===== src/verilog/wdt_pkg.sv =====
// Constants shared by the watchdog block
package wdt_pkg;
	localparam logic [11:0] ADDR_CTRL = 12'h000;
	localparam logic [11:0] ADDR_FLAGS = 12'h004;
	localparam logic [11:0] ADDR_EVENT = 12'h008;
	localparam logic [11:0] ADDR_CMD = 12'h00C;
	localparam logic [11:0] ADDR_INTSTAT = 12'h010;
	localparam logic [11:0] ADDR_INTMASK = 12'h014;
	localparam logic [7:0] CTRL_RESET = 8'h53;
	localparam logic [4:0] KEY_DISABLE = 5'h15;
	localparam logic [4:0] KEY_ENABLE = 5'h0A;
	localparam int KEY_LSB = 3;
	localparam int KEY_RST_FLAG_BIT = 0;
	localparam int CORE_KEEP_BIT = 7;
	localparam int CMD_CLEAR_BIT = 0;
	localparam int CMD_HALT_BIT = 1;
	localparam int CMD_RUN_BIT = 2;
	localparam int EV_EXPIRY = 0;
	localparam int EV_POWERDOWN = 1;
	localparam int EV_WAKE = 2;
	localparam int EV_KEYRST = 3;
	localparam int KEY_DELAY_CYCLES = 2;
	localparam int COUNT_W = 18;
endpackage

===== src/verilog/watchdog_timer_with_key_reset.sv =====
// Watchdog with key-guarded enable, timeout select, wake-up and reset outputs
//
// Register access over APB and the address map were decided locally.
`timescale 1ns/10ps
module watchdog_timer_with_key_reset
	import wdt_pkg::*;
(
	input wire logic clk,
	input wire logic rst_n,
	input wire logic [11:0] paddr,
	input wire logic psel,
	input wire logic penable,
	input wire logic pwrite,
	input wire logic [31:0] pwdata,
	output logic [31:0] prdata,
	output logic pready,
	output logic pslverr,
	input wire logic auxClkIn,
	input wire logic rcClkIn,
	input wire logic extResetPin_n,
	input wire logic portAFall,
	input wire logic sysIrq,
	output logic fullReset,
	output logic normalReset,
	output logic pcSpReset,
	output logic wakeUp,
	output logic expiryStatusFlag,
	output logic powerDownFlag,
	output logic irq
);

	typedef enum logic [1:0] {
		RUN_STATE = 2'b00,
		HALT_STATE = 2'b01,
		KEYWAIT_STATE = 2'b10
	} pm_type;

	// ==========================================================
	// Helpers
	function automatic logic syncEdge(input logic [2:0] s);
		syncEdge = s[1] & ~s[2];
	endfunction

	function automatic logic keyValid(input logic [4:0] k);
		keyValid = (k == KEY_ENABLE) || (k == KEY_DISABLE);
	endfunction

	function automatic logic [4:0] periodExp(input logic [2:0] sel);
		case (sel)
			3'h0: periodExp = 5'h08;
			3'h1: periodExp = 5'h0A;
			3'h2: periodExp = 5'h0C;
			3'h3: periodExp = 5'h0E;
			default: periodExp = 5'(5'h0B + {2'h0, sel});
		endcase
	endfunction

	// ==========================================================
	// Pin synchronisers (three stages, second and third compared)
	logic [2:0] auxSync_ff;
	logic [2:0] rcSync_ff;
	logic [2:0] rstPinSync_ff;
	logic [2:0] portSync_ff;
	logic [2:0] irqSync_ff;

	always_ff @(posedge clk or negedge rst_n) begin
		if (!rst_n) begin
			auxSync_ff <= 3'h0;
			rcSync_ff <= 3'h0;
			rstPinSync_ff <= 3'h7;
			portSync_ff <= 3'h0;
			irqSync_ff <= 3'h0;
		end else begin
			auxSync_ff <= {auxSync_ff[1:0], auxClkIn};
			rcSync_ff <= {rcSync_ff[1:0], rcClkIn};
			rstPinSync_ff <= {rstPinSync_ff[1:0], extResetPin_n};
			portSync_ff <= {portSync_ff[1:0], portAFall};
			irqSync_ff <= {irqSync_ff[1:0], sysIrq};
		end
	end

	// auxiliary clock becomes a tick enable
	// counter advances on auxiliary ticks only
	logic auxTick;
	logic rcTick;
	logic rstPinLow;
	logic portEvent;
	logic irqLevel;
	assign auxTick = syncEdge(auxSync_ff);
	assign rcTick = syncEdge(rcSync_ff);
	assign rstPinLow = ~rstPinSync_ff[1] & ~rstPinSync_ff[2];
	assign portEvent = syncEdge(portSync_ff);
	assign irqLevel = irqSync_ff[1] & irqSync_ff[2];

	// ==========================================================
	// APB decode
	logic wrEn;
	logic rdEn;
	logic mapped;
	assign wrEn = psel & penable & pwrite & pready;
	assign rdEn = psel & penable & ~pwrite & pready;
	assign mapped = (paddr == ADDR_CTRL) || (paddr == ADDR_FLAGS) || (paddr == ADDR_EVENT)
		|| (paddr == ADDR_CMD) || (paddr == ADDR_INTSTAT) || (paddr == ADDR_INTMASK);

	// ==========================================================
	// Control register
	logic [7:0] ctrl_ff;
	logic [4:0] key;
	logic [2:0] tsel;
	logic wdtOn;
	logic ctrlWr;
	assign key = ctrl_ff[7:KEY_LSB];
	assign tsel = ctrl_ff[2:0];
	assign wdtOn = (key == KEY_ENABLE);
	assign ctrlWr = wrEn && paddr == ADDR_CTRL;

	always_ff @(posedge clk or negedge rst_n) begin
		if (!rst_n) begin
			ctrl_ff <= CTRL_RESET;
		end else if (ctrlWr) begin
			ctrl_ff <= pwdata[7:0];
		end
	end

	// ==========================================================
	// Mode flags and command strobes
	logic keyRstFlag_ff;
	logic coreKeep_ff;
	logic cmdClear;
	logic cmdHalt;
	logic cmdRun;
	logic keyFire;
	assign cmdClear = wrEn && paddr == ADDR_CMD && pwdata[CMD_CLEAR_BIT];
	assign cmdHalt = wrEn && paddr == ADDR_CMD && pwdata[CMD_HALT_BIT];
	assign cmdRun = wrEn && paddr == ADDR_CMD && pwdata[CMD_RUN_BIT];

	// set on key reset; only software clears, set wins
	always_ff @(posedge clk or negedge rst_n) begin
		if (!rst_n) begin
			keyRstFlag_ff <= 1'b0;
			coreKeep_ff <= 1'b0;
		end else begin
			if (keyFire) begin
				keyRstFlag_ff <= 1'b1;
			end else if (wrEn && paddr == ADDR_FLAGS) begin
				keyRstFlag_ff <= pwdata[KEY_RST_FLAG_BIT];
			end
			if (wrEn && paddr == ADDR_FLAGS) begin
				coreKeep_ff <= pwdata[CORE_KEEP_BIT];
			end
		end
	end

	// ==========================================================
	// Invalid key delay, counted in internal RC ticks
	logic [1:0] keyDly_ff;
	always_ff @(posedge clk or negedge rst_n) begin
		if (!rst_n) begin
			keyDly_ff <= 2'h0;
		end else if (keyValid(key)) begin
			keyDly_ff <= 2'h0;
		end else if (rcTick && keyDly_ff != 2'(KEY_DELAY_CYCLES + 1)) begin
			keyDly_ff <= keyDly_ff + 2'h1;
		end
	end
	// Fires on the third RC tick; the partial first period gives two to three cycles
	assign keyFire = !keyValid(key) && rcTick && keyDly_ff == 2'(KEY_DELAY_CYCLES);

	// ==========================================================
	// Power mode
	pm_type pm_ff;
	logic overflow;
	always_ff @(posedge clk or negedge rst_n) begin
		if (!rst_n) begin
			pm_ff <= RUN_STATE;
		end else begin
			case (pm_ff)
				RUN_STATE: begin
					if (cmdHalt) begin
						pm_ff <= HALT_STATE;
					end
				end
				HALT_STATE: begin
					if (rstPinLow || portEvent || irqLevel || overflow || cmdRun) begin
						pm_ff <= RUN_STATE;
					end
				end
				default: pm_ff <= RUN_STATE;
			endcase
		end
	end

	// ==========================================================
	// Counter
	logic [COUNT_W-1:0] cnt_ff;
	logic [2:0] prevSel_ff;
	logic prevOn_ff;
	logic restart;
	logic [4:0] pexp;
	assign pexp = periodExp(tsel);
	assign overflow = wdtOn && auxTick && (cnt_ff == COUNT_W'((1 << pexp) - 1));
	assign restart = (tsel != prevSel_ff) || (wdtOn && !prevOn_ff);

	always_ff @(posedge clk or negedge rst_n) begin
		if (!rst_n) begin
			prevSel_ff <= CTRL_RESET[2:0];
			prevOn_ff <= 1'b1;
		end else begin
			prevSel_ff <= tsel;
			prevOn_ff <= wdtOn;
		end
	end

	// clear sources; halt clears, disabled key stops counting
	always_ff @(posedge clk or negedge rst_n) begin
		if (!rst_n) begin
			cnt_ff <= '0;
		end else if (rstPinLow || !keyValid(key) || cmdClear || cmdHalt || restart
				|| overflow || !wdtOn) begin
			cnt_ff <= '0;
		end else if (auxTick) begin
			cnt_ff <= cnt_ff + 1'b1;
		end
	end

	// ==========================================================
	// Status flags and reset outputs
	// overflow sets expiry; halt sets power-down, clears expiry
	always_ff @(posedge clk or negedge rst_n) begin
		if (!rst_n) begin
			expiryStatusFlag <= 1'b0;
			powerDownFlag <= 1'b0;
		end else begin
			if (overflow) begin
				expiryStatusFlag <= 1'b1;
			end else if (cmdHalt) begin
				expiryStatusFlag <= 1'b0;
			end
			if (cmdHalt) begin
				powerDownFlag <= 1'b1;
			end else if (cmdRun) begin
				powerDownFlag <= 1'b0;
			end
		end
	end

	// full reset restarts program at zero
	// reset pin held low gives normal reset until released
	always_ff @(posedge clk or negedge rst_n) begin
		if (!rst_n) begin
			fullReset <= 1'b0;
			normalReset <= 1'b0;
			pcSpReset <= 1'b0;
			wakeUp <= 1'b0;
		end else begin
			fullReset <= keyFire;
			normalReset <= rstPinLow || (overflow && pm_ff == RUN_STATE);
			// overflow in sleep resets only PC and SP
			pcSpReset <= overflow && pm_ff == HALT_STATE;
			wakeUp <= pm_ff == HALT_STATE
				&& (rstPinLow || portEvent || irqLevel || overflow);
		end
	end

	// ==========================================================
	// Interrupt status: read clears, set wins
	logic [3:0] intStat_ff;
	logic [3:0] intMask_ff;
	logic [3:0] events;
	assign events = {keyFire, pm_ff == HALT_STATE && wakeUp == 1'b0
		&& (rstPinLow || portEvent || irqLevel || overflow), cmdHalt, overflow};

	always_ff @(posedge clk or negedge rst_n) begin
		if (!rst_n) begin
			intStat_ff <= 4'h0;
			intMask_ff <= 4'h0;
			irq <= 1'b0;
		end else begin
			if (rdEn && paddr == ADDR_INTSTAT) begin
				intStat_ff <= events;
			end else begin
				intStat_ff <= intStat_ff | events;
			end
			if (wrEn && paddr == ADDR_INTMASK) begin
				intMask_ff <= pwdata[3:0];
			end
			irq <= |(intStat_ff & intMask_ff);
		end
	end

	// ==========================================================
	// APB answer: one wait state, registered read data
	logic [7:0] flagsRd;
	assign flagsRd = {coreKeep_ff, 3'h0, 3'h0, keyRstFlag_ff};

	always_ff @(posedge clk or negedge rst_n) begin
		if (!rst_n) begin
			pready <= 1'b0;
			pslverr <= 1'b0;
			prdata <= 32'h0;
		end else begin
			pready <= psel && penable && !pready;
			pslverr <= psel && penable && !pready && !mapped;
			if (psel && penable && !pready && !pwrite) begin
				case (paddr)
					ADDR_CTRL: prdata <= {24'h0, ctrl_ff};
					ADDR_FLAGS: prdata <= {24'h0, flagsRd};
					ADDR_EVENT: prdata <= {28'h0, 2'h0, pm_ff == HALT_STATE, wdtOn};
					ADDR_INTSTAT: prdata <= {28'h0, intStat_ff};
					ADDR_INTMASK: prdata <= {28'h0, intMask_ff};
					default: prdata <= 32'h0;
				endcase
			end
		end
	end

endmodule


===== config.mk =====
export PLATFORM = sky130hd
export DESIGN_NAME = watchdog_timer_with_key_reset
export DESIGN_NICKNAME = d
export VERILOG_FILES = /design/src/verilog/wdt_pkg.sv /design/src/verilog/watchdog_timer_with_key_reset.sv
export SDC_FILE = /design/constraint.sdc
export NUM_CORES = 1
export LEC_CHECK = 0
export BUFFER_PORTS_ARGS = -buffer_cell sky130_fd_sc_hd__buf_2
export CORE_MARGIN = 5
export CORE_UTILIZATION = 44
export CTS_CLUSTER_DIAMETER = 100
export CTS_CLUSTER_SIZE = 20
export DETAILED_ROUTE_END_ITERATION = 10
export GPL_ROUTABILITY_DRIVEN = 0
export PLACE_DENSITY = 0.65
export SETUP_SLACK_MARGIN = 0.05
export SLEW_MARGIN = 30
export SYNTH_ARGS = -nofsm -noshare
export SYNTH_HDL_FRONTEND = slang
export SYNTH_SLANG_ARGS = --single-unit

===== constraint.sdc =====
create_clock -name clk -period 5.6 [get_ports clk]
set_input_delay 1.12 -clock clk [delete_from_list [all_inputs] [get_ports clk]]
set_output_delay 1.12 -clock clk [all_outputs]
set_load 0.005 [all_outputs]

Word-level counts from Yosys, hierarchy flattened
Index checks and enable logic that the tools add are counted.
{ "totals": {"ff_bits": 100, "input_bits": 54} }
{ "classes": {"n_addsub": 4, "eq_ne": 17, "n_shift": 1, "n_mux": 16, "n_bitwise": 19, "n_reduce_logical": 57} }
{ "op_table": {"columns": ["op", "n"], "rows": [
  ["8-bit one-hot mux with 5 select lines", 1],
  ["18-bit 2-to-1 mux", 2],
  ["12-bit by 4-bit == test with 1-bit output, second input constant", 2],
  ["12-bit by 5-bit == test with 1-bit output, second input constant", 2],
  ["1-bit logical AND", 23],
  ["5-bit one-hot mux with 4 select lines", 1],
  ["18-bit by 1-bit adder with 18-bit output, second input constant", 1],
  ["18-bit == test", 1],
  ["1-bit logical OR", 18],
  ["1-bit by 5-bit left shift with 18-bit output, first input constant", 1],
  ["18-bit by 2-bit subtractor with 18-bit output, second input constant", 1],
  ["12-bit by 3-bit == test with 1-bit output, second input constant", 1],
  ["12-bit zero test", 1],
  ["1-bit AND", 10],
  ["2-bit nonzero test", 5],
  ["2-bit 2-to-1 mux", 4],
  ["1-bit inverter", 7],
  ["3-bit by 2-bit == test with 1-bit output, second input constant", 2],
  ["1-bit zero test", 6],
  ["1-bit 2-to-1 mux", 6],
  ["2-bit != test, second input constant", 3],
  ["4-bit by 3-bit adder with 5-bit output, first input constant", 1],
  ["5-bit by 4-bit == test with 1-bit output, second input constant", 1],
  ["5-bit == test, second input constant", 1],
  ["other kinds (13)", 13]
]} }

Depth between registers and ports, before layout
{ "depth": {"depth_word": 11, "mapped_depth": 20, "ltp_nobuf": 14} }

Least setup slack after synthesis
OpenSTA, ideal clock, no wires.
{ "synth_timing": {"path_kind": "register -> register", "startpoint": "register ctrl_ff[0]", "endpoint": "register cnt_ff[15]", "setup_ns": 0.119, "arrival_time_ns": 4.594, "path_slack_ns": 0.887, "path_stages_with_launch": 20, "path_buffers": 5, "period_less_slack_ns": 4.713, "cell_sequence": "dfstp_2 > buf_2 > buf_1 > inv_1 > ha_1 > inv_1 > ha_1 > clkbuf_1 > nor2_1 > nand4_1 > ha_1 > o31a_1 > clkbuf_1 > and3_1 > or3_1 > a32o_1 > or4_4 > o311ai_4 > buf_6 > nor2_1"} }
{ "synth_via": {"elab_chain_cells": 9} }
{ "synth_lines": {"columns": ["element", "line_no", "text"], "rows": [
  ["from (decl)", "watchdog_timer_with_key_reset.sv:107", "logic [7:0] ctrl_ff;"],
  ["from (signal assigned)", "watchdog_timer_with_key_reset.sv:121", "ctrl_ff <= pwdata[7:0];"],
  ["4-bit by 3-bit adder with 5-bit output (tied with other cells)", "watchdog_timer_with_key_reset.sv:54", "default: periodExp = 5'(5'h0B + {2'h0, sel});"],
  ["5-bit one-hot mux with 4 select lines", "watchdog_timer_with_key_reset.sv:49", "case (sel)"],
  ["1-bit by 5-bit left shift with 18-bit output", "watchdog_timer_with_key_reset.sv:201", "assign overflow = wdtOn && auxTick && (cnt_ff == COUNT_W'((1 << pexp) - 1));"],
  ["18-bit by 2-bit subtractor with 18-bit output", "watchdog_timer_with_key_reset.sv:201", null],
  ["18-bit == test", "watchdog_timer_with_key_reset.sv:201", null],
  ["1-bit logical AND", "watchdog_timer_with_key_reset.sv:201", null],
  ["1-bit logical OR (*) (2 in a row)", "watchdog_timer_with_key_reset.sv:219", "|| overflow || !wdtOn) begin"],
  ["18-bit 2-to-1 mux or 2-bit nonzero test (tied branches)", null, null],
  ["to (signal assigned)", "watchdog_timer_with_key_reset.sv:222", "cnt_ff <= cnt_ff + 1'b1;"],
  ["to (decl)", "watchdog_timer_with_key_reset.sv:195", "logic [COUNT_W-1:0] cnt_ff;"]
]} }
Mark *: on every way between the ends. The rest lies on a longest branch, timed or not.
A chain may end at the register's enable or synchronous reset.

Worst setup path in the final report
{ "layout_timing": {"startpoint": "register ctrl_ff[0]", "endpoint": "register cnt_ff[13]"} }
The elaborated chain is that of the path after synthesis.

==> flow_metrics.py <==
metrics = {
    "clock_network": {
        "numCtsBuffers": 9,
        "clk_pin_slew_ns": 0.09,
        "ctsRootBufferMaster": "clkbuf_8",
        "postCtsSetupRepairBufs": 0,
        "h-tree-depth": 3,
        "clock_sinks": 75,
        "cts_tree": "yes",
        "clk_path_buf_depth": 2,
        "ctsResizeCount": 0,
        "ctsHoldBuffers": 0,
        "clk_latency_ns": 0.37,
    },
    "pwr": {
        "cellLeakagePower_nw": 2.16,
        "ir_worst_vdd_uv": 203,
        "powerDensity_nw_per_um2": 238,
    },
    "timing": {
        "fin_tns_setup_ns": 0,
        "max_freq_mhz": 207,
        "hold_viol": 0,
        "tightestPinTransition_ns": 0.794,
        "post-route-period-util": 0.863,
        "fin_crit_ns": 4.83,
        "drv_slew": 0,
        "rsz0062_at_grt": "false",
        "skew_ns": 0.0122,
        "maxSlewHeadroom": 0.469,
        "fin_hold_ws_ns": 0.351,
        "setup_viol": 0,
    },
    "worst_hold_path": {
        "worst_hold_path_type": "flip-flop to flip-flop",
        "min_path_cells": 0,
    },
    "drt": {
        "met1_length_um": 4260,
        "first_iter_violations": 163,
        "wl_met3_um": 562,
        "ant_nets": 0,
        "drt_wl_total_um": 9360,
        "vias_per_cell": 5.38,
        "drc": 0,
        "routed-via-count": 3375,
        "wl_met2_um": 4400,
        "avgRoutedWirePerCell_um": 14.9,
        "dr.max_layer_used": "met4",
        "dr.pass1.iters": 4,
    },
    "logic_synthesis": {
        "avgSynthCellArea_um2": 9.61,
        "yosysTopAreaCellShare": 0.379,
        "synth_area_um2": 4300,
        "synth_common_cells": "dfrtp_1, nand2_1, nor2_1",
        "post_synth_num_cell_types": 70,
        "ys_seq_elements": 75,
        "yosysTopAreaCell": "dfrtp_1",
        "netlist_instances": 447,
        "ys_warn_count": 0,
        "synthFlopType": "dfrtp_1",
        "synth_edf_count": 0,
        "ys_async_sr_fraction": 1.00,
        "synthMostInstantiatedCell": "dfrtp_1",
        "ys_seq_area_frac": 0.440,
        "synthTopCellsByArea": "dfrtp_1, dfstp_2, nand2_1",
    },
    "critical_path": {
        "crit_path_start_kind": "flip-flop",
        "slowest_delay_ns": 0.79,
        "path_delay_family": "simple AND/OR/NAND/NOR gates",
        "slowest_stage": "dfstp_2",
        "crit_required_ns": 5.84,
        "cp_num_cells": 15,
        "crit_buf_inv": 3,
        "path_cells": "inv_1, ha_1, inv_1, ha_1, nor2_1, nand4_1, ha_1, o31a_1, and3_1, or3_1, a32o_1, or4_4, o311ai_4, buf_4, nor2_1",
        "critPathMostFrequentCell": "ha_1",
        "criticalPathCategory": "flip-flop to flip-flop",
        "critPathMaxFanout": 20,
        "worst_ep_arrival_time_ns": 5.08,
        "rr_worst_depth": 15,
        "cp-end-kind": "flip-flop",
    },
    "final_layout": {
        "nNetsFinal": 553,
        "n_antenna_cell": 0,
        "fillerInstances": 913,
        "drive_above_1_share": 0.202,
        "area_growth_pct": 11.4,
    },
    "floorplanning": {
        "ios": 95,
        "core_um2": 9640,
        "die-area_um2": 11800,
        "rows": 36,
        "die_w_um": 109,
        "start_util": 0.446,
        "dieHeight_um": 109,
    },
    "outcome": {
        "status": "finished, final reports clean",
    },
    "global_route": {
        "grt_pass1_wl_um": 15800,
        "antenna_found_initial": 0,
        "grt_use_total": 0.170,
        "grt_pass1_vias": 3204,
        "grt_start_max_net_pins": 76,
        "globalRoute.totalOverflow": 0,
    },
    "run": {
        "maxCapViolCount": 0,
    },
    "placed_design": {
        "io_buffers": 46,
        "hpwl_um": 6870,
    },
}
## power by group
part | switching (mW) | internal (mW) | total, mW
clock network | 0.218 | 0.267 | 0.485
registers | 0.0137 | 0.563 | 0.577
logic | 0.0439 | 0.0344 | 0.0783
total | 0.275 | 0.865 | 1.14
## registers in the layout, indices dropped and copies added (netlist names), 2 cells and up
| register | flops |
|---|---|
| irqSync_ff | 3 |
| rcSync_ff | 3 |
| ctrl_ff | 8 |
| prevSel_ff | 3 |
| intStat_ff | 4 |
| cnt_ff | 18 |
| prdata | 8 |
| rstPinSync_ff | 3 |
| keyDly_ff | 2 |
| auxSync_ff | 3 |
| intMask_ff | 4 |
| portSync_ff | 3 |
## cells by family (layout without fill, tap and decap cells)
family	Yosys count	count (layout)	synth area share
other	1	24	0.000873
XOR/XNOR	32	32	0.0652
multiplexers	22	22	0.0577
AND/OR/NAND/NOR	176	176	0.204
buffers and inverters	53	77	0.0699
adder cells (fa/ha/maj)	10	10	0.0291
AO/OA/AOI/OAI	78	78	0.134
flip-flops	75	75	0.440
## metal layers
| layer | vias to the layer above | global-route usage |
|---|---|---|
| li1 | 1622 | - |
| met1 | 1646 | 0.232 |
| met2 | 96 | 0.268 |
| met3 | 11 | 0.0361 |
| met4 | 0 | 0.0595 |
| met5 | - | 0 |
## placed cells by master (no fill, tap or decap), drive strengths merged, types with 7 or more instances in the layout
cell type  instances
dfrtp             65
nand2             49
buf               49
nor2              46
conb              24
xor2              19
o21ai             15
inv               14
xnor2             13
nand3             13
nor3              12
and3              12
mux2              12
a21oi             10
ha                10
clkbuf            10
dfstp             10
mux2i              9
nor4               9
a31oi              7
## final cells by class
class	count	area, um2	area share
multi-input combinational	342	2190	0.458
sequential	75	1890	0.395
timing repair buffer	49	259	0.0541
tap	133	166	0.0348
clock buffer	10	138	0.0288
clock inverter	6	95.1	0.0199
inverter	12	45.0	0.00941
## final timing paths
path | endpoint | start | slack, ns
worst max-delay path | cnt_ff[13] | ctrl_ff[0] | 0.77
worst min-delay path | irqSync_ff[1] | irqSync_ff[0] | 0.35
worst max register to register | cnt_ff[13] | ctrl_ff[0] | 0.77
worst min register to register | irqSync_ff[1] | irqSync_ff[0] | 0.35
max in group asynchronous | cnt_ff[13] | rst_n | 4.39
min in group asynchronous | normalReset | rst_n | 0.76
## through the flow
step / area [um2] / power [mW] / instances / setup slack [ns] / utilization
2_1_floorplan: 4380 / 0.642 / 470 / 0.887 / -
3_3_place_gp: 4550 / 0.662 / 611 / 0.878 / 0.472
3_5_place_dp: 4550 / 0.667 / 611 / 0.803 / 0.472
4_1_cts: 4780 / 1.16 / 627 / 0.782 / 0.496
5_1_grt: 4790 / 1.20 / 627 / 0.374 / 0.496
6_report: 4790 / 1.14 / 627 / 0.769 / 0.496
Power figures use the tool's default switching activity.
